### src/hdl/rsec_pkg.sv
// Shared constants for the receive signaling and error counter bank
package rsec_pkg;
    localparam int         ADDR_W          = 8;
    localparam int         DATA_W          = 8;
    localparam int         CNT_W           = 16;
    localparam int         SIG_REGS        = 16;
    localparam logic [7:0] SIG_BASE_ADDR   = 8'h40;
    localparam logic [7:0] SIG_LAST_ADDR   = 8'h4F;
    localparam logic [7:0] LINE_HI_ADDR    = 8'h50;
    localparam logic [7:0] LINE_LO_ADDR    = 8'h51;
    localparam logic [7:0] PATH_HI_ADDR    = 8'h52;
    localparam logic [7:0] PATH_LO_ADDR    = 8'h53;
    localparam logic [7:0] UNSYNC_HI_ADDR  = 8'h54;
    localparam logic [7:0] UNSYNC_LO_ADDR  = 8'h55;
    localparam logic [7:0] EBIT_HI_ADDR    = 8'h56;
    localparam logic [7:0] EBIT_LO_ADDR    = 8'h57;
    localparam logic [7:0] MON_DATA_ADDR   = 8'h60;
    localparam logic [7:0] FW_REV_ADDR     = 8'h61;
    localparam logic [7:0] BYTE_RESET      = 8'h00;
    localparam logic [15:0] COUNT_RESET    = 16'h0000;
    localparam logic [3:0] NIBBLE_ZERO     = 4'h0;
    // E1: second channel of a register is n + 15
    localparam int         E1_PAIR_OFFSET  = 15;
    // T1: second channel of a register is n + 12
    localparam int         T1_PAIR_OFFSET  = 12;
    localparam int         CH_IDX_W        = 5;
endpackage

### src/hdl/rsec_counter.sv
`timescale 1ns/1ns
// Saturation-free 16-bit event counter used for each error count
module rsec_counter #(
    parameter int WIDTH = 16
) (
    input  wire logic             clk,
    input  wire logic             rst_n,
    input  wire logic             enable,
    input  wire logic             event_in,
    output logic [WIDTH-1:0]      count
);
    typedef struct packed {
        logic [WIDTH-1:0] cnt;
    } rsec_cnt_state_t;

    rsec_cnt_state_t state_ff;
    rsec_cnt_state_t nxt_state;

    always_comb begin
        nxt_state = state_ff;
        if (enable && event_in) begin
            nxt_state.cnt = state_ff.cnt + WIDTH'(1);
        end
    end

    always_ff @(posedge clk) begin
        if (!rst_n) begin
            state_ff <= '0;
        end else begin
            state_ff <= nxt_state;
        end
    end

    assign count = state_ff.cnt;

    countStep_a: assert property (@(posedge clk) disable iff (!rst_n)
        (enable && event_in) |=> (count == $past(count) + WIDTH'(1)))
        else $error("counter did not step by one on an event");
    countHold_a: assert property (@(posedge clk) disable iff (!rst_n)
        !(enable && event_in) |=> $stable(count))
        else $error("counter moved without an event");
endmodule

### src/hdl/rsec_bank.sv
`timescale 1ns/1ns
// Receive signaling registers, error counters, DS0 monitor and firmware revision

// Overview of operation
// ESF: capture A, B, C, D signaling bits per channel.
// D4: only A and B signaling bits are extracted per channel.
// D4: received A and B are repeated into the C and D positions.
// Host reads signaling every 1.5 ms in D4, every 3 ms in ESF.
// Signaling registers freeze during loss of sync, keeping last values.
// E1: register n+1 holds channel n upper nibble, channel n+15 lower nibble.
// 16-bit line violation count, high byte 050h, low byte 051h.
// 16-bit path violation count, high byte 052h, low byte 053h.
// 16-bit unsynced frames count, low byte at 055h.
// E1 only: 16-bit E-bit count, high byte at 056h.
// Monitor register 060h shows latest byte of the selected DS0 channel.
// Monitor: first received bit at bit 7, last at bit 0.
// E1 only: 8-bit firmware revision readable at 061h.
// Sixteen signaling registers at offsets 040h to 04Fh.
// Firmware revision is read-only; writes leave it unchanged.
// Each counter increments by one per event of its own kind.
module rsec_bank #(
    parameter logic [7:0] FW_REVISION = 8'h5A  // Arbitrary value
) (
    input  wire logic                clk,
    input  wire logic                rst_n,
    input  wire logic                e1Mode,
    input  wire logic                esfMode,
    input  wire logic                outOfFrameCondition,
    input  wire logic                sigValid,
    input  wire logic [4:0]          sigChannel,
    input  wire logic [3:0]          sigAbcd,
    input  wire logic                lineViolation,
    input  wire logic                pathViolation,
    input  wire logic                unsyncedFrame,
    input  wire logic                ebitEvent,
    input  wire logic [4:0]          channelMonitorSelect,
    input  wire logic                rxBitValid,
    input  wire logic                rxBit,
    input  wire logic [4:0]          rxChannel,
    input  wire logic                rxChannelLast,
    input  wire logic                regRead,
    input  wire logic                regWrite,
    input  wire logic [7:0]          regAddr,
    input  wire logic [7:0]          regWdata,
    output logic [7:0]               regRdata
);
    typedef struct packed {
        logic [rsec_pkg::SIG_REGS-1:0][7:0] sig;
        logic [7:0]                         monShift;
        logic [7:0]                         monData;
        logic [7:0]                         rdata;
    } rsec_state_t;

    rsec_state_t  state_ff;
    rsec_state_t  nxt_state;
    logic [15:0]  lineCount;
    logic [15:0]  pathCount;
    logic [15:0]  unsyncCount;
    logic [15:0]  ebitCount;
    logic [7:0]   readMux;

    rsec_counter #(.WIDTH(rsec_pkg::CNT_W)) uLine (
        .clk      (clk),
        .rst_n    (rst_n),
        .enable   (1'b1),
        .event_in (lineViolation),
        .count    (lineCount)
    );
    rsec_counter #(.WIDTH(rsec_pkg::CNT_W)) uPath (
        .clk      (clk),
        .rst_n    (rst_n),
        .enable   (1'b1),
        .event_in (pathViolation),
        .count    (pathCount)
    );
    rsec_counter #(.WIDTH(rsec_pkg::CNT_W)) uUnsync (
        .clk      (clk),
        .rst_n    (rst_n),
        .enable   (1'b1),
        .event_in (unsyncedFrame),
        .count    (unsyncCount)
    );
    // E-bits only exist in E1 framing
    rsec_counter #(.WIDTH(rsec_pkg::CNT_W)) uEbit (
        .clk      (clk),
        .rst_n    (rst_n),
        .enable   (e1Mode),
        .event_in (ebitEvent),
        .count    (ebitCount)
    );

    // Channel to register slot and nibble
    function automatic logic [5:0] sigSlot(input logic e1, input logic [4:0] ch);
        logic [5:0] slot;
        slot = 6'h3F;
        if (e1) begin
            if (ch >= 5'd1 && ch <= 5'd15) begin
                slot = {1'b1, ch};
            end else if (ch >= 5'd16 && ch <= 5'd30) begin
                slot = {1'b0, 5'(ch - 5'(rsec_pkg::E1_PAIR_OFFSET))};
            end
        end else begin
            if (ch >= 5'd1 && ch <= 5'd12) begin
                slot = {1'b1, 5'(ch - 5'd1)};
            end else if (ch >= 5'd13 && ch <= 5'd24) begin
                slot = {1'b0, 5'(ch - 5'(rsec_pkg::T1_PAIR_OFFSET) - 5'd1)};
            end
        end
        return slot;
    endfunction

    always_comb begin
        logic [5:0] slot;
        logic [3:0] abcd;
        slot = sigSlot(e1Mode, sigChannel);
        abcd = sigAbcd;
        nxt_state = state_ff;
        // D4 carries only A and B; repeat them as C and D
        if (!e1Mode && !esfMode) begin
            abcd = {sigAbcd[3:2], sigAbcd[3:2]};
        end
        // Frozen during loss of sync so software sees pre-OUT_OF_FRAME_CONDITION state
        if (sigValid && !outOfFrameCondition && slot != 6'h3F) begin
            if (slot[5]) begin
                nxt_state.sig[slot[3:0]][7:4] = abcd;
            end else begin
                nxt_state.sig[slot[3:0]][3:0] = abcd;
            end
        end
        // Register 1 in E1 carries no channel signaling in its upper nibble
        if (e1Mode) begin
            nxt_state.sig[0][7:4] = rsec_pkg::NIBBLE_ZERO;
        end
        if (rxBitValid && rxChannel == channelMonitorSelect) begin
            nxt_state.monShift = {state_ff.monShift[6:0], rxBit};
            if (rxChannelLast) begin
                nxt_state.monData = {state_ff.monShift[6:0], rxBit};
            end
        end
        nxt_state.rdata = regRead ? readMux : state_ff.rdata;
    end

    // Address decode; all registers here are read-only so writes are ignored
    always_comb begin
        readMux = rsec_pkg::BYTE_RESET;
        if (regAddr >= rsec_pkg::SIG_BASE_ADDR && regAddr <= rsec_pkg::SIG_LAST_ADDR) begin
            readMux = state_ff.sig[regAddr[3:0]];
        end else if (regAddr == rsec_pkg::LINE_HI_ADDR) begin
            readMux = lineCount[15:8];
        end else if (regAddr == rsec_pkg::LINE_LO_ADDR) begin
            readMux = lineCount[7:0];
        end else if (regAddr == rsec_pkg::PATH_HI_ADDR) begin
            readMux = pathCount[15:8];
        end else if (regAddr == rsec_pkg::PATH_LO_ADDR) begin
            readMux = pathCount[7:0];
        end else if (regAddr == rsec_pkg::UNSYNC_HI_ADDR) begin
            readMux = unsyncCount[15:8];
        end else if (regAddr == rsec_pkg::UNSYNC_LO_ADDR) begin
            readMux = unsyncCount[7:0];
        end else if (regAddr == rsec_pkg::EBIT_HI_ADDR && e1Mode) begin
            readMux = ebitCount[15:8];
        end else if (regAddr == rsec_pkg::EBIT_LO_ADDR && e1Mode) begin
            readMux = ebitCount[7:0];
        end else if (regAddr == rsec_pkg::MON_DATA_ADDR) begin
            readMux = state_ff.monData;
        end else if (regAddr == rsec_pkg::FW_REV_ADDR && e1Mode) begin
            readMux = FW_REVISION;
        end
    end

    always_ff @(posedge clk) begin
        if (!rst_n) begin
            state_ff <= '0;
        end else begin
            state_ff <= nxt_state;
        end
    end

    assign regRdata = state_ff.rdata;

    sigFreeze_a: assert property (@(posedge clk) disable iff (!rst_n)
        outOfFrameCondition |=> (state_ff.sig[15:1] == $past(state_ff.sig[15:1])))
        else $error("signaling changed during loss of sync");
    d4Repeat_a: assert property (@(posedge clk) disable iff (!rst_n)
        (sigValid && !outOfFrameCondition && !e1Mode && !esfMode && sigChannel == 5'd1)
        |=> (state_ff.sig[0][7:6] == state_ff.sig[0][5:4]))
        else $error("D4 C and D do not repeat A and B");
    esfCapture_a: assert property (@(posedge clk) disable iff (!rst_n)
        (sigValid && !outOfFrameCondition && !e1Mode && esfMode && sigChannel == 5'd13)
        |=> (state_ff.sig[0][3:0] == $past(sigAbcd)))
        else $error("ESF signaling not captured");
    e1Map_a: assert property (@(posedge clk) disable iff (!rst_n)
        (sigValid && !outOfFrameCondition && e1Mode && sigChannel == 5'd16)
        |=> (state_ff.sig[1][3:0] == $past(sigAbcd)))
        else $error("E1 channel 16 not in lower nibble of register 2");
    lineRead_a: assert property (@(posedge clk) disable iff (!rst_n)
        (regRead && regAddr == rsec_pkg::LINE_LO_ADDR) |=> (regRdata == $past(lineCount[7:0])))
        else $error("line count low byte misread");
    pathRead_a: assert property (@(posedge clk) disable iff (!rst_n)
        (regRead && regAddr == rsec_pkg::PATH_HI_ADDR) |=> (regRdata == $past(pathCount[15:8])))
        else $error("path count high byte misread");
    unsyncRead_a: assert property (@(posedge clk) disable iff (!rst_n)
        (regRead && regAddr == rsec_pkg::UNSYNC_LO_ADDR) |=> (regRdata == $past(unsyncCount[7:0])))
        else $error("unsynced count low byte misread");
    ebitHold_a: assert property (@(posedge clk) disable iff (!rst_n)
        !e1Mode |=> $stable(ebitCount))
        else $error("E-bit count moved outside E1");
    fwRead_a: assert property (@(posedge clk) disable iff (!rst_n)
        (regRead && e1Mode && regAddr == rsec_pkg::FW_REV_ADDR)
        |=> (regRdata == FW_REVISION))
        else $error("firmware revision misread");
    monOrder_a: assert property (@(posedge clk) disable iff (!rst_n)
        (rxBitValid && rxChannel == channelMonitorSelect && rxChannelLast)
        |=> (state_ff.monData[0] == $past(rxBit)))
        else $error("last DS0 bit not at bit 0");

    // Read path: every mapped byte returns its source one cycle later
    lineHiRead_a: assert property (@(posedge clk) disable iff (!rst_n)
        (regRead && regAddr == rsec_pkg::LINE_HI_ADDR) |=> (regRdata == $past(lineCount[15:8])))
        else $error("line count high byte misread");

    pathLoRead_a: assert property (@(posedge clk) disable iff (!rst_n)
        (regRead && regAddr == rsec_pkg::PATH_LO_ADDR) |=> (regRdata == $past(pathCount[7:0])))
        else $error("path count low byte misread");

    unsyncHiRead_a: assert property (@(posedge clk) disable iff (!rst_n)
        (regRead && regAddr == rsec_pkg::UNSYNC_HI_ADDR) |=> (regRdata == $past(unsyncCount[15:8])))
        else $error("unsynced count high byte misread");

    ebitHiRead_a: assert property (@(posedge clk) disable iff (!rst_n)
        (regRead && e1Mode && regAddr == rsec_pkg::EBIT_HI_ADDR) |=> (regRdata == $past(ebitCount[15:8])))
        else $error("E-bit count high byte misread");

    ebitLoRead_a: assert property (@(posedge clk) disable iff (!rst_n)
        (regRead && e1Mode && regAddr == rsec_pkg::EBIT_LO_ADDR) |=> (regRdata == $past(ebitCount[7:0])))
        else $error("E-bit count low byte misread");

    // E1-only registers read as zero in T1
    ebitT1Read_a: assert property (@(posedge clk) disable iff (!rst_n)
        (regRead && !e1Mode && (regAddr == rsec_pkg::EBIT_HI_ADDR || regAddr == rsec_pkg::EBIT_LO_ADDR))
        |=> (regRdata == rsec_pkg::BYTE_RESET))
        else $error("E-bit count visible in T1");

    fwT1Read_a: assert property (@(posedge clk) disable iff (!rst_n)
        (regRead && !e1Mode && regAddr == rsec_pkg::FW_REV_ADDR) |=> (regRdata == rsec_pkg::BYTE_RESET))
        else $error("firmware revision visible in T1");

    fwWrite_a: assert property (@(posedge clk) disable iff (!rst_n)
        (regWrite && e1Mode && regAddr == rsec_pkg::FW_REV_ADDR) ##[1:4]
        (regRead && e1Mode && regAddr == rsec_pkg::FW_REV_ADDR) |=> (regRdata == FW_REVISION))
        else $error("firmware revision altered by a write");

    monRead_a: assert property (@(posedge clk) disable iff (!rst_n)
        (regRead && regAddr == rsec_pkg::MON_DATA_ADDR) |=> (regRdata == $past(state_ff.monData)))
        else $error("monitor register misread");

    sigRead_a: assert property (@(posedge clk) disable iff (!rst_n)
        (regRead && regAddr >= rsec_pkg::SIG_BASE_ADDR && regAddr <= rsec_pkg::SIG_LAST_ADDR)
        |=> (regRdata == $past(state_ff.sig[regAddr[3:0]])))
        else $error("signaling register misread");

    unmappedRead_a: assert property (@(posedge clk) disable iff (!rst_n)
        (regRead && (regAddr < rsec_pkg::SIG_BASE_ADDR || (regAddr > rsec_pkg::EBIT_LO_ADDR
        && regAddr != rsec_pkg::MON_DATA_ADDR && regAddr != rsec_pkg::FW_REV_ADDR)))
        |=> (regRdata == rsec_pkg::BYTE_RESET))
        else $error("unmapped address returned data");

    // Read data stands until the next read
    rdataHold_a: assert property (@(posedge clk) disable iff (!rst_n)
        !regRead |=> $stable(regRdata))
        else $error("read data changed without a read");

    // Monitor shift and capture
    monFirst_a: assert property (@(posedge clk) disable iff (!rst_n)
        (rxBitValid && rxChannel == channelMonitorSelect && rxChannelLast)
        |=> (state_ff.monData[7] == $past(state_ff.monShift[6])))
        else $error("first DS0 bit not at bit 7");

    monShift_a: assert property (@(posedge clk) disable iff (!rst_n)
        (rxBitValid && rxChannel == channelMonitorSelect) |=> (state_ff.monShift[0] == $past(rxBit)))
        else $error("DS0 bit not shifted in");

    monHold_a: assert property (@(posedge clk) disable iff (!rst_n)
        !(rxBitValid && rxChannel == channelMonitorSelect && rxChannelLast) |=> $stable(state_ff.monData))
        else $error("monitor changed without a full byte");

    // Signaling placement per framing mode
    e1Slot0_a: assert property (@(posedge clk) disable iff (!rst_n)
        e1Mode |=> (state_ff.sig[0][7:4] == rsec_pkg::NIBBLE_ZERO))
        else $error("first E1 register upper nibble not zero");

    e1Ch1_a: assert property (@(posedge clk) disable iff (!rst_n)
        (sigValid && !outOfFrameCondition && e1Mode && sigChannel == 5'd1)
        |=> (state_ff.sig[1][7:4] == $past(sigAbcd)))
        else $error("E1 channel 1 not in upper nibble of register 2");

    e1Ch15_a: assert property (@(posedge clk) disable iff (!rst_n)
        (sigValid && !outOfFrameCondition && e1Mode && sigChannel == 5'd15)
        |=> (state_ff.sig[15][7:4] == $past(sigAbcd)))
        else $error("E1 channel 15 misplaced");

    e1Ch30_a: assert property (@(posedge clk) disable iff (!rst_n)
        (sigValid && !outOfFrameCondition && e1Mode && sigChannel == 5'd30)
        |=> (state_ff.sig[15][3:0] == $past(sigAbcd)))
        else $error("E1 channel 30 misplaced");

    esfUpper_a: assert property (@(posedge clk) disable iff (!rst_n)
        (sigValid && !outOfFrameCondition && !e1Mode && esfMode && sigChannel == 5'd12)
        |=> (state_ff.sig[11][7:4] == $past(sigAbcd)))
        else $error("ESF channel 12 not captured");

    d4AbOnly_a: assert property (@(posedge clk) disable iff (!rst_n)
        (sigValid && !outOfFrameCondition && !e1Mode && !esfMode && sigChannel == 5'd1)
        |=> (state_ff.sig[0][7:6] == $past(sigAbcd[3:2])))
        else $error("D4 A and B not captured");

    d4Lower_a: assert property (@(posedge clk) disable iff (!rst_n)
        (sigValid && !outOfFrameCondition && !e1Mode && !esfMode && sigChannel == 5'd24)
        |=> (state_ff.sig[11][3:2] == state_ff.sig[11][1:0]))
        else $error("D4 lower nibble does not repeat A and B");

    // In T1 nothing but a valid in-frame strobe moves the signaling bank
    t1Freeze_a: assert property (@(posedge clk) disable iff (!rst_n)
        (outOfFrameCondition && !e1Mode) |=> $stable(state_ff.sig))
        else $error("T1 signaling changed during loss of sync");

    sigIdle_a: assert property (@(posedge clk) disable iff (!rst_n)
        (!sigValid && !e1Mode) |=> $stable(state_ff.sig))
        else $error("signaling changed without a strobe");

    // Counters seen from the bank
    lineHold_a: assert property (@(posedge clk) disable iff (!rst_n)
        !lineViolation |=> $stable(lineCount))
        else $error("line count moved without an event");

    pathHold_a: assert property (@(posedge clk) disable iff (!rst_n)
        !pathViolation |=> $stable(pathCount))
        else $error("path count moved without an event");

    unsyncHold_a: assert property (@(posedge clk) disable iff (!rst_n)
        !unsyncedFrame |=> $stable(unsyncCount))
        else $error("unsynced count moved without an event");

    ebitStep_a: assert property (@(posedge clk) disable iff (!rst_n)
        (e1Mode && ebitEvent) |=> (ebitCount == $past(ebitCount) + 16'h0001))
        else $error("E-bit count did not step in E1");
endmodule

### config.mk
export PLATFORM = sky130hd
export DESIGN_NAME = rsec_bank
export DESIGN_NICKNAME = d
export VERILOG_FILES = /design/src/hdl/rsec_pkg.sv /design/src/hdl/rsec_counter.sv /design/src/hdl/rsec_bank.sv
export SDC_FILE = /design/constraint.sdc
export NUM_CORES = 1
export LEC_CHECK = 0
export BUFFER_PORTS_ARGS = -buffer_cell sky130_fd_sc_hd__buf_4
export CORE_ASPECT_RATIO = 1.25
export CORE_MARGIN = 8
export CORE_UTILIZATION = 56
export DETAILED_ROUTE_END_ITERATION = 10
export PLACE_DENSITY = 0.77
export SLEW_MARGIN = 10
export SYNTH_ARGS = -nofsm -noshare
export SYNTH_HDL_FRONTEND = slang
export SYNTH_SLANG_ARGS = --single-unit
export TNS_END_PERCENT = 50
### constraint.sdc
create_clock -name clk -period 2.5 [get_ports clk]
set_clock_uncertainty 0.05 [all_clocks]
set_input_delay 0.25 -clock clk [delete_from_list [all_inputs] [get_ports clk]]
set_output_delay 0.25 -clock clk [all_outputs]
set_load 0.01 [all_outputs]
==> out/qor_table.md, run 1 <==
| Step | Item | Value |
| --- | --- | --- |
| placement | Placed cell areas | 11600 um2 |
| min path | Hold Path Class | primary input to flop |
| routing | Via count | 8439 |
| synthesis | Gate Count Post-Synth | 1126 |
| clocking | Master cell of the clock root buffer | clkbuf_16 |
| routing | Number of antenna-violating nets in the routed design | 0 |
| sta | Unrepaired setup endpoints after global routing | false |
| clocking | Number of levels the H-tree was split into | 1 |
| worst setup path | Worst path cell trace | buf_4 -> ha_1 -> and3_1 -> ha_1 -> nand2b_1 -> nor3_1 -> o21a_1 -> o2bb2a_1 -> nand3_1 -> mux2i_1 |
| clocking | Clock latency at the later pin of the worst-skew pair | 0.51 ns |
| routing | Detailed Route Iter0 Violations | 457 |
| clocking | TritonCTS Sinks | 215 |
| synthesis | Fraction of the yosys area taken by sequential cells | 39.5% |
| synthesis | Number of enable flip-flop cells after synthesis | 0 |
| floorplan | Floorplan die width | 141 um |
| routing | DRC viols | 0 |
| clocking | Post-CTS Setup Inserts | 0 |
| worst setup path | Slowest cell delay on critical path | 0.46 ns |
| worst setup path | Critical Path Slowest Stage Cell | o2bb2a_1 |
| global routing | Aggregate global-route resource usage | 21.3% |
| placement | Routability Congestion | 0.906 |
| sta | Share of the clock period used by the worst path | 91.9% |
| global routing | Largest net degree at the start of global routing | 125 |
| worst setup path | Startpoint types | primary input |
| global routing | Antenna violations before repair | 0 |
| layout | Layout area overhead | 14.1% |
| sta | Number of pins with negative max-slew slack in the final report | 0 |
| floorplan | Die Outline Area | 24200 um2 |
| global routing | Via count of the first global-routing pass | 8521 |
| status | Status | finished, final reports clean |
| sta | Worst slew slack as a fraction of its limit | 59.6% |
| layout | Number of antenna repair diodes | 0 |
| floorplan | Placement Rows | 57 |
| pwr | P per Cell Area | 605 nW/um2 |
| synthesis | Area share of the leading cell type in the synthesized netlist | 39.5% |
| worst setup path | Maximum net fanout on the critical path | 8 |
| floorplan | Number of top-level pins | 58 |
| placement | Count of port buffers added during placement | 48 |
| sta | Max Clk Rate | 435 MHz |
| layout | Highest-count cells in the layout ignoring fill and taps | dfxtp_1, nand2_1, mux2i_1 |
| sta | Measured slew at the worst slew-check pin | 0.606 ns |
| synthesis | Ys Warns | 0 |
| layout | Final net count | 1223 |
| layout | Most common library cell in the layout ignoring fill and taps | dfxtp_1 |
| pwr | Leakage power total | 5.18 nW |
| sta | Number of hold violations in the final report | 0 |
| synthesis | Fraction of synthesis flops using an asynchronous set or reset pin | 0% |
| worst setup path | Crit path required time | 2.81 ns |
| worst setup path | Most common cell type on the critical path | ha_1 |
| synthesis | Post-synth cell types | 69 |
| sta | Tmin final | 2.30 ns |
| clocking | Clock-pin slew reported for the worst setup and hold paths after clock tree synthesis | 0.06 ns |
| synthesis | Leading area contributor after synthesis | dfxtp_1 |
| global routing | Remaining global-route overflow | 0 |
| synthesis | Net count after synthesis | 1185 |
| clocking | Clock tree from TritonCTS | yes |
| routing | Total wire length after detailed routing | 25600 um |
| pwr | IR drop worst, VDD | 0.393 mV |
| placement | Placed wire-length estimate after detailed placement | 17500 um |
| floorplan | Core box area | 19300 um2 |
| sta | Number of setup violations in the final report | 0 |
| routing | Routed WL per cell | 18.1 um |
| global routing | First-pass GRT wire length | 42200 um |
| run | # Max-Cap Violations | 0 |
| layout | Post-layout utilization of the core | 64.6% |
| worst setup path | Worst Path Arrival | 2.61 ns |
| synthesis | Most area-consuming cells after synthesis | dfxtp_1, mux2i_1, mux4_2 |
| routing | Average via count per standard cell | 5.96 |
| clocking | CTS Buf Count | 22 |
| synthesis | Register bit total from synthesis | 215 |
| pwr | Final total power | 7.53 mW |
| synthesis | Netlist area before placement | 10900 um2 |
| layout | Proportion of layout cells with a drive suffix above 1 | 16.2% |
| clocking | Maximum count of clock buffers along a single path | 3 |
| routing | Detailed Routing Iterations Pass 1 | 5 |
| worst setup path | Endpoint type of the worst setup path | flop |
| layout | Final standard cell area without fillers | 12400 um2 |
| worst setup path | Setup Crit Path Kind | primary input to flop |
| floorplan | Overall die height | 172 um |
| synthesis | Avg Inst Size Synth | 9.68 um2 |
| floorplan | Effective utilization at floorplan | 56.6% |
| synthesis | Main synth FF type | dfxtp_1 |
[routing by layer]
layer	GRT usage, %	up-vias	part of all wire (%)
met5	0	-	0
met4	10.0	0	3.8
met3	3.67	67	5.1
met2	38.4	219	50
met1	24.1	4081	41
li1	-	4072	-
[metrics by stage]
| stage | std cells | hold WS [ns] | worst slack, ns | TNS [ns] |
|---|---|---|---|---|
| after global routing | 1415 | 0.0281 | 0.0135 | 0 |
| after CTS | 1415 | 0.00981 | 0.125 | 0 |
| final | 1415 | 0.0229 | 0.203 | 0 |
| after detailed placement | 1372 | 0.395 | -0.392 | -27.36 |
| after floorplan | 1126 | 0.339 | 0.142 | 0 |
| after global placement | 1372 | 0.389 | -0.351 | -19.92 |
[final timing paths]
| kind | slack [ns] | from | endpoint | cells past startpoint |
|---|---|---|---|---|
| max | 0.20 | sigChannel[0] | state_ff[121]$_SDFFE_PN0P_ | 10 |
| min | 0.02 | lineViolation | uLine.count[1]$_SDFFE_PN0P_ | 3 |
| max reg2reg | 0.39 | uUnsync.count[3]$_SDFFE_PN0P_ | uUnsync.count[15]$_SDFFE_PN0P_ | 6 |
| min reg2reg | 0.40 | state_ff[81]$_SDFFE_PN0P_ | state_ff[81]$_SDFFE_PN0P_ | 2 |
[registers in the layout, summed over array words and instances, names as in the netlist]
name           flops
uLine.count       16
uEbit.count       16
regRdata           8
state_ff         143
uUnsync.count     16
uPath.count       16
[power breakdown]
group / switching [mW] / internal [mW]
Combinational: 0.365 / 0.277
Sequential: 0.0307 / 3.46
Clock: 1.33 / 2.07
[cells by family (layout without fill, tap and decap cells)]
group / Yosys count / count (layout) / synth area share (%)
AO/OA/AOI/OAI: 115 / 115 / 7.44
XOR/XNOR: 54 / 54 / 4.34
adder cells (fa/ha/maj): 9 / 9 / 1.03
buffers and inverters: 98 / 151 / 4.03
flip-flops: 215 / 215 / 39.5
multiplexers: 205 / 205 / 23.7
AND/OR/NAND/NOR: 430 / 430 / 20.0
[synth_stat cells (5+ instances only)]
master / n
nand3b_1: 8
nor3_1: 9
dfxtp_1: 215
inv_1: 5
and2_1: 51
a21oi_1: 12
nand4_1: 18
nor2b_1: 28
a211oi_1: 8
buf_4: 11
mux4_2: 42
nand2_1: 184
nand3_1: 42
ha_1: 9
or3_1: 12
buf_2: 20
a31oi_1: 5
o21ai_0: 26
xnor2_1: 41
nor2_1: 22
xor2_1: 13
nand2b_1: 8
clkbuf_1: 56
o211ai_1: 6
and3_1: 26
a21boi_0: 12
mux2i_1: 160
[worst max-delay path: cells and delay by family]
kind                     cells  cell delay, ns
AO/OA/AOI/OAI                2            0.69
adder cells (fa/ha/maj)      2            0.39
buffers and inverters        1            0.11
multiplexers                 1            0.20
AND/OR/NAND/NOR              4            0.96
[cell type report]
class	instances	area [um2]
well taps	236	295
flip-flops and latches	215	4300
clock buffers	35	681
fillers	1516	6820
repair buffers	107	905
inverters	5	18.8
multi-input cells	813	6160
clock inverters	4	70.1
[what timing repair did]
action                                  4_1_cts  5_1_grt
endpoints found under the setup margin        0       16
resized for setup                             0        1
hold endpoints to repair                      5        0
hold buffers                                  4        0
Note: power is estimated with default switching activity, not from simulation.
==> run 2, diff against run 1 <==
--- a/config.mk
+++ b/config.mk
@@ -10,6 +10,7 @@
 export CORE_MARGIN = 8
 export CORE_UTILIZATION = 56
 export DETAILED_ROUTE_END_ITERATION = 10
+export MAX_ROUTING_LAYER = met4
 export PLACE_DENSITY = 0.77
 export SLEW_MARGIN = 10
 export SYNTH_ARGS = -nofsm -noshare
==> run 2 against run 1 <==
Die area did not move. First-iteration DRC count is 5.5% higher. Sequential cell count did not move. Non-clock buffer count unchanged. Routed wire length about the same. Critical path depth did not move. Via count is essentially flat. Register-to-register slack worse by 0.02 ns. Total power hardly changed. Maximum frequency down 0.90%. Global-route usage increased by 0.62 points. Highest routed layer unchanged.
==> out/qor_table.md, run 2 (synthesized netlist as in run 1, its figures left out) <==
| Step | Item | Value |
| --- | --- | --- |
| worst setup path | Critical Path Slowest Stage Cell | o2bb2a_1 |
| global routing | Antenna violations before repair | 0 |
| floorplan | Number of top-level pins | 58 |
| clocking | Clock-pin slew reported for the worst setup and hold paths after clock tree synthesis | 0.06 ns |
| global routing | Via count of the first global-routing pass | 8514 |
| floorplan | Placement Rows | 57 |
| pwr | P per Cell Area | 605 nW/um2 |
| placement | Count of port buffers added during placement | 48 |
| routing | Total wire length after detailed routing | 25600 um |
| layout | Most common library cell in the layout ignoring fill and taps | dfxtp_1 |
| routing | Routed WL per cell | 18.1 um |
| clocking | Master cell of the clock root buffer | clkbuf_16 |
| layout | Flip-flop count of the largest register after layout | 143 |
| floorplan | Overall die height | 172 um |
| pwr | Leakage power total | 5.18 nW |
| routing | Via count | 8434 |
| clocking | Clock latency at the later pin of the worst-skew pair | 0.51 ns |
| worst setup path | Endpoint type of the worst setup path | flop |
| layout | Register with the most flip-flops | state_ff |
| layout | Post-layout utilization of the core | 64.6% |
| placement | Number of cells in the design after placement | 1372 |
| floorplan | Core box area | 19300 um2 |
| worst setup path | Slowest cell delay on critical path | 0.48 ns |
| global routing | Most crowded layer after global routing | met2 |
| sta | Summed negative setup slack over all endpoints | 0 ns |
| floorplan | Die Outline Area | 24200 um2 |
| clocking | CTS Buf Count | 22 |
| routing | Average via count per standard cell | 5.96 |
| global routing | Aggregate global-route resource usage | 21.9% |
| clocking | TritonCTS Sinks | 215 |
| layout | Final net count | 1223 |
| worst setup path | Worst Path Arrival | 2.63 ns |
| layout | Number of antenna repair diodes | 0 |
| pwr | IR drop worst, VDD | 0.394 mV |
| worst setup path | Worst path cell trace | buf_4 -> ha_1 -> and3_1 -> ha_1 -> nand2b_1 -> nor3_1 -> o21a_1 -> o2bb2a_1 -> nand3_1 -> mux2i_1 |
| routing | Detailed Routing Iterations Pass 1 | 5 |
| routing | Detailed Route Iter0 Violations | 482 |
| worst setup path | Most common cell type on the critical path | ha_1 |
| placement | Placed cell areas | 11600 um2 |
| sta | Share of the clock period used by the worst path | 92.7% |
| layout | Proportion of layout cells with a drive suffix above 1 | 16.2% |
| global routing | First-pass GRT wire length | 42200 um |
| routing | Number of antenna-violating nets in the routed design | 0 |
| run | # Max-Cap Violations | 0 |
| sta | Max Clk Rate | 431 MHz |
| sta | Number of hold violations in the final report | 0 |
| global routing | Met3 demand-to-capacity share in global routing | 3.65% |
| sta | Number of setup violations in the final report | 0 |
| placement | Placed wire-length estimate after detailed placement | 17500 um |
| global routing | Met1 demand-to-capacity share in global routing | 24.1% |
| placement | Routability Congestion | 0.922 |
| floorplan | Effective utilization at floorplan | 56.6% |
| sta | Tmin final | 2.32 ns |
| pwr | Final total power | 7.52 mW |
| clocking | Clock tree from TritonCTS | yes |
| global routing | Met2 Use GR | 38.5% |
| status | Status | finished, final reports clean |
| worst setup path | Startpoint types | primary input |
| global routing | Largest net degree at the start of global routing | 125 |
| global routing | Remaining global-route overflow | 0 |
| worst setup path | Buffer and inverter count on the worst path | 1 |
| worst setup path | Crit path required time | 2.82 ns |
| worst setup path | Maximum net fanout on the critical path | 8 |
| clocking | Maximum count of clock buffers along a single path | 3 |
| sta | Measured slew at the worst slew-check pin | 0.595 ns |
| clocking | Number of levels the H-tree was split into | 1 |
| layout | Final cell count without fillers | 1415 |
| layout | Highest-count cells in the layout ignoring fill and taps | dfxtp_1, nand2_1, mux2i_1 |
| floorplan | Floorplan die width | 141 um |
| worst setup path | Setup Crit Path Kind | primary input to flop |
| sta | Unrepaired setup endpoints after global routing | false |
| worst setup path | Cell family with the largest share of critical-path delay | simple AND/OR/NAND/NOR gates |
| min path | Hold Path Class | primary input to flop |
| routing | DRC viols | 0 |
| sta | Number of pins with negative max-slew slack in the final report | 0 |
| layout | Layout area overhead | 14.1% |
| layout | Final standard cell area without fillers | 12400 um2 |
| sta | Worst slew slack as a fraction of its limit | 60.3% |
run 2: repair_timing:
| item | CTS | global route |
|---|---|---|
| hold buffers | 4 | 0 |
| buffers inserted | 0 | 0 |
| hold endpoints to repair | 5 | 0 |
| resized for setup | 0 | 1 |
| endpoints found under the setup margin | 0 | 16 |
run 2: area by class of cell:
cell class / instances / area, um2
clock inverters: 4 / 70.1
well taps: 236 / 295
repair buffers: 107 / 905
multi-input cells: 813 / 6160
fillers: 1516 / 6820
inverters: 5 / 18.8
clock buffers: 35 / 681
flip-flops and latches: 215 / 4300
run 2: metal layers:
layer | wire (um) | part of all wire [%]
met3 | 1300 | 5.1
met1 | 10500 | 41
met2 | 12800 | 50
met5 | 0 | 0
met4 | 979 | 3.8
run 2: worst paths after layout:
check	from	end	slack, ns	depth (start not counted)
worst min register to register	state_ff[81]$_SDFFE_PN0P_	state_ff[81]$_SDFFE_PN0P_	0.40	2
worst max register to register	uUnsync.count[3]$_SDFFE_PN0P_	uUnsync.count[15]$_SDFFE_PN0P_	0.37	6
worst min-delay path	lineViolation	uLine.count[1]$_SDFFE_PN0P_	0.02	3
worst max-delay path	sigChannel[0]	state_ff[121]$_SDFFE_PN0P_	0.18	10
run 2: tightest hold or removal path, stage by stage:
cell	delay (ns)
buf_4	0.12
mux2i_1	0.07
nor2b_1	0.10
run 2: power by group:
part / internal (mW) / switching (mW) / leakage, nW
Combinational: 0.277 / 0.365 / 3.08
Clock: 2.06 / 1.33 / 0.370
Sequential: 3.46 / 0.0308 / 1.73
run 2: metrics by stage:
| stage | worst slack, ns | hold slack (ns) |
|---|---|---|
| 2_1_floorplan | 0.142 | 0.339 |
| 3_3_place_gp | -0.351 | 0.389 |
| 3_5_place_dp | -0.392 | 0.395 |
| 4_1_cts | 0.125 | 0.00981 |
| 5_1_grt | 0.0135 | 0.0281 |
| 6_report | 0.182 | 0.0222 |
==> run 3, diff against run 2 <==
--- a/config.mk
+++ b/config.mk
@@ -5,6 +5,7 @@
 export SDC_FILE = /design/constraint.sdc
 export NUM_CORES = 1
 export LEC_CHECK = 0
+export ABC_AREA = 1
 export BUFFER_PORTS_ARGS = -buffer_cell sky130_fd_sc_hd__buf_4
 export CORE_ASPECT_RATIO = 1.25
 export CORE_MARGIN = 8
@@ -12,6 +13,7 @@
 export DETAILED_ROUTE_END_ITERATION = 10
 export MAX_ROUTING_LAYER = met4
 export PLACE_DENSITY = 0.77
+export SKIP_CTS_REPAIR_TIMING = 1
 export SLEW_MARGIN = 10
 export SYNTH_ARGS = -nofsm -noshare
 export SYNTH_HDL_FRONTEND = slang
==> run 3 against run 2 <==
Critical path depth rose by 3. Routed wire length rose by 15%. Via count rose by 27%. Clock power rose by 3%.
==> out/qor_table.md, run 3 <==
| Step | Item | Value |
| --- | --- | --- |
| status | Status | finished, final reports clean |
| pwr | P per Cell Area | 615 nW/um2 |
| worst setup path | Buffer and inverter count on the worst path | 3 |
| run | # Max-Cap Violations | 0 |
| sta | Number of setup violations in the final report | 0 |
| worst setup path | Worst path cell trace | ha_1 -> inv_1 -> nor3_1 -> inv_1 -> nor2_1 -> nand2_1 -> nor3_1 -> nand2_1 -> inv_1 -> nand3_1 -> nor3_1 -> a21oi_1 -> nor2_1 |
| synthesis | Register bit total from synthesis | 215 |
| sta | Worst slew slack as a fraction of its limit | 48.0% |
| global routing | Aggregate global-route resource usage | 25.3% |
| global routing | Via count of the first global-routing pass | 10400 |
| synthesis | Main synth FF type | dfxtp_1 |
| sta | Measured slew at the worst slew-check pin | 0.779 ns |
| sta | Share of the clock period used by the worst path | 86.1% |
| synthesis | Gate Count Post-Synth | 1640 |
| clocking | Clock tree from TritonCTS | yes |
| sta | Number of pins with negative max-slew slack in the final report | 0 |
| floorplan | Effective utilization at floorplan | 56.7% |
| worst setup path | Maximum net fanout on the critical path | 3 |
| synthesis | Net count after synthesis | 1699 |
| global routing | Largest net degree at the start of global routing | 121 |
| routing | Average via count per standard cell | 5.50 |
| layout | Layout area overhead | 14.6% |
| clocking | Number of levels the H-tree was split into | 1 |
| worst setup path | Worst Path Arrival | 2.56 ns |
| routing | Total wire length after detailed routing | 29500 um |
| synthesis | Avg Inst Size Synth | 6.66 um2 |
| layout | Sequential standard cell area | 4300 um2 |
| synthesis | Most repeated cell in the gate-level netlist after synthesis | nand2_1 |
| layout | Post-layout utilization of the core | 65.0% |
| floorplan | Floorplan die width | 141 um |
| worst setup path | Slowest cell delay on critical path | 0.36 ns |
| global routing | Antenna violations before repair | 0 |
| sta | Number of hold violations in the final report | 0 |
| synthesis | Area share of the leading cell type in the synthesized netlist | 39.4% |
| worst setup path | Setup Crit Path Kind | flop to flop |
| layout | Proportion of layout cells with a drive suffix above 1 | 11.2% |
| routing | Via count | 10738 |
| floorplan | Placement Rows | 57 |
| routing | Detailed Route Iter0 Violations | 822 |
| sta | Summed negative setup slack over all endpoints | 0 ns |
| pwr | Final total power | 7.69 mW |
| placement | Pre-CTS worst setup slack | -0.0719 ns |
| layout | Layout fillers | 1770 |
| worst setup path | Critical Path Slowest Stage Cell | dfxtp_1 |
| layout | Final cell count without fillers | 1954 |
| placement | Placed wire-length estimate after detailed placement | 21300 um |
| clocking | CTS Buf Count | 23 |
| pwr | Leakage power total | 5.27 nW |
| placement | Number of cells in the design after placement | 1908 |
| min path | Hold Path Class | primary input to flop |
| layout | Flip-flop count of the largest register after layout | 143 |
| sta | Final worst slack | 0.346 ns |
| synthesis | Fraction of synthesis flops using an asynchronous set or reset pin | 0% |
| layout | Final net count | 1760 |
| layout | Number of antenna repair diodes | 0 |
| clocking | Master cell of the clock root buffer | clkbuf_16 |
| synthesis | Post-synth cell types | 48 |
| routing | Number of antenna-violating nets in the routed design | 0 |
| sta | Tmin final | 2.15 ns |
| layout | Multi-input gate area | 5540 um2 |
| worst setup path | Startpoint types | flop |
| placement | Placed cell areas | 11700 um2 |
| routing | Routed WL per cell | 15.1 um |
| placement | Routability Congestion | 0.993 |
| synthesis | Leading area contributor after synthesis | dfxtp_1 |
| sta | Max Clk Rate | 464 MHz |
| floorplan | Core box area | 19300 um2 |
| placement | Count of port buffers added during placement | 48 |
| clocking | Maximum count of clock buffers along a single path | 3 |
| routing | DRC viols | 0 |
| layout | Highest-count cells in the layout ignoring fill and taps | nand2_1, nor2_1, dfxtp_1 |
| synthesis | Most area-consuming cells after synthesis | dfxtp_1, nand2_1, nor2_1 |
| layout | Register with the most flip-flops | state_ff |
| worst setup path | Endpoint type of the worst setup path | flop |
| synthesis | Number of enable flip-flop cells after synthesis | 0 |
| worst setup path | Cell family with the largest share of critical-path delay | simple AND/OR/NAND/NOR gates |
| synthesis | Netlist area before placement | 10900 um2 |
| floorplan | Die Outline Area | 24200 um2 |
| synthesis | Synth cell count leaders | nand2_1, nor2_1, dfxtp_1 |
| floorplan | Overall die height | 172 um |
| clocking | Clock latency at the later pin of the worst-skew pair | 0.52 ns |
| worst setup path | Crit path required time | 2.91 ns |
| global routing | Remaining global-route overflow | 0 |
| routing | Detailed Routing Iterations Pass 1 | 7 |
| sta | Final Hold Slack | 0.0218 ns |
| pwr | IR drop worst, VDD | 0.587 mV |
| clocking | TritonCTS Sinks | 215 |
| floorplan | Number of top-level pins | 58 |
| clocking | Clock-pin slew reported for the worst setup and hold paths after clock tree synthesis | 0.06 ns |
| layout | Most common library cell in the layout ignoring fill and taps | nand2_1 |
| layout | Final standard cell area without fillers | 12500 um2 |
| synthesis | Ys Warns | 0 |
| global routing | First-pass GRT wire length | 49300 um |
| sta | Unrepaired setup endpoints after global routing | false |
| synthesis | Fraction of the yosys area taken by sequential cells | 39.4% |
## run 3: final cells by class
class / count / share of cell area [%]
clock buffer: 35 / 5.44
tap: 236 / 2.36
clock inverter: 7 / 0.850
timing repair buffer: 102 / 6.60
inverter: 201 / 6.07
multi-input combinational: 1158 / 44.3
sequential: 215 / 34.4
## run 3: power by group
group          leakage, nW  total (mW)  internal [mW]  switching [mW]
combinational         3.15       0.706          0.232           0.474
sequential            1.73        3.49           3.47          0.0245
clock                0.389        3.50           2.10            1.39
total                 5.27        7.69           5.80            1.89
## run 3: path summary, 6_finish.rpt
check | start | end | slack [ns] | cells after the start
worst min register to register | state_ff[11]$_SDFFE_PN0P_ | state_ff[11]$_SDFFE_PN0P_ | 0.40 | 2
worst min-delay path | ebitEvent | uEbit.count[0]$_SDFFE_PN0P_ | 0.02 | 3
worst max register to register | uPath.count[0]$_SDFFE_PN0P_ | uPath.count[14]$_SDFFE_PN0P_ | 0.35 | 13
worst max-delay path | uPath.count[0]$_SDFFE_PN0P_ | uPath.count[14]$_SDFFE_PN0P_ | 0.35 | 13
## run 3: tightest hold or removal path: cells and delay by family
kind | cells | cell delay [ns]
buf+inv | 1 | 0.10
compound gates | 1 | 0.07
simple gates | 1 | 0.10
## run 3: metal layers
metal / track usage [%] / part of all wire, %
met1: 27.5 / 40
met2: 45.0 / 50
met3: 3.12 / 5.0
met4: 13.0 / 4.4
met5: - / 0
## run 3: cells by family (layout without fill, tap and decap cells)
group / Yosys count / count (layout) / share of synthesized area (%)
buffers and inverters: 267 / 345 / 9.86
XOR/XNOR: 6 / 6 / 0.481
AO/OA/AOI/OAI: 363 / 363 / 18.2
adder cells (fa/ha/maj): 9 / 9 / 1.03
AND/OR/NAND/NOR: 780 / 780 / 31.0
flip-flops: 215 / 215 / 39.4
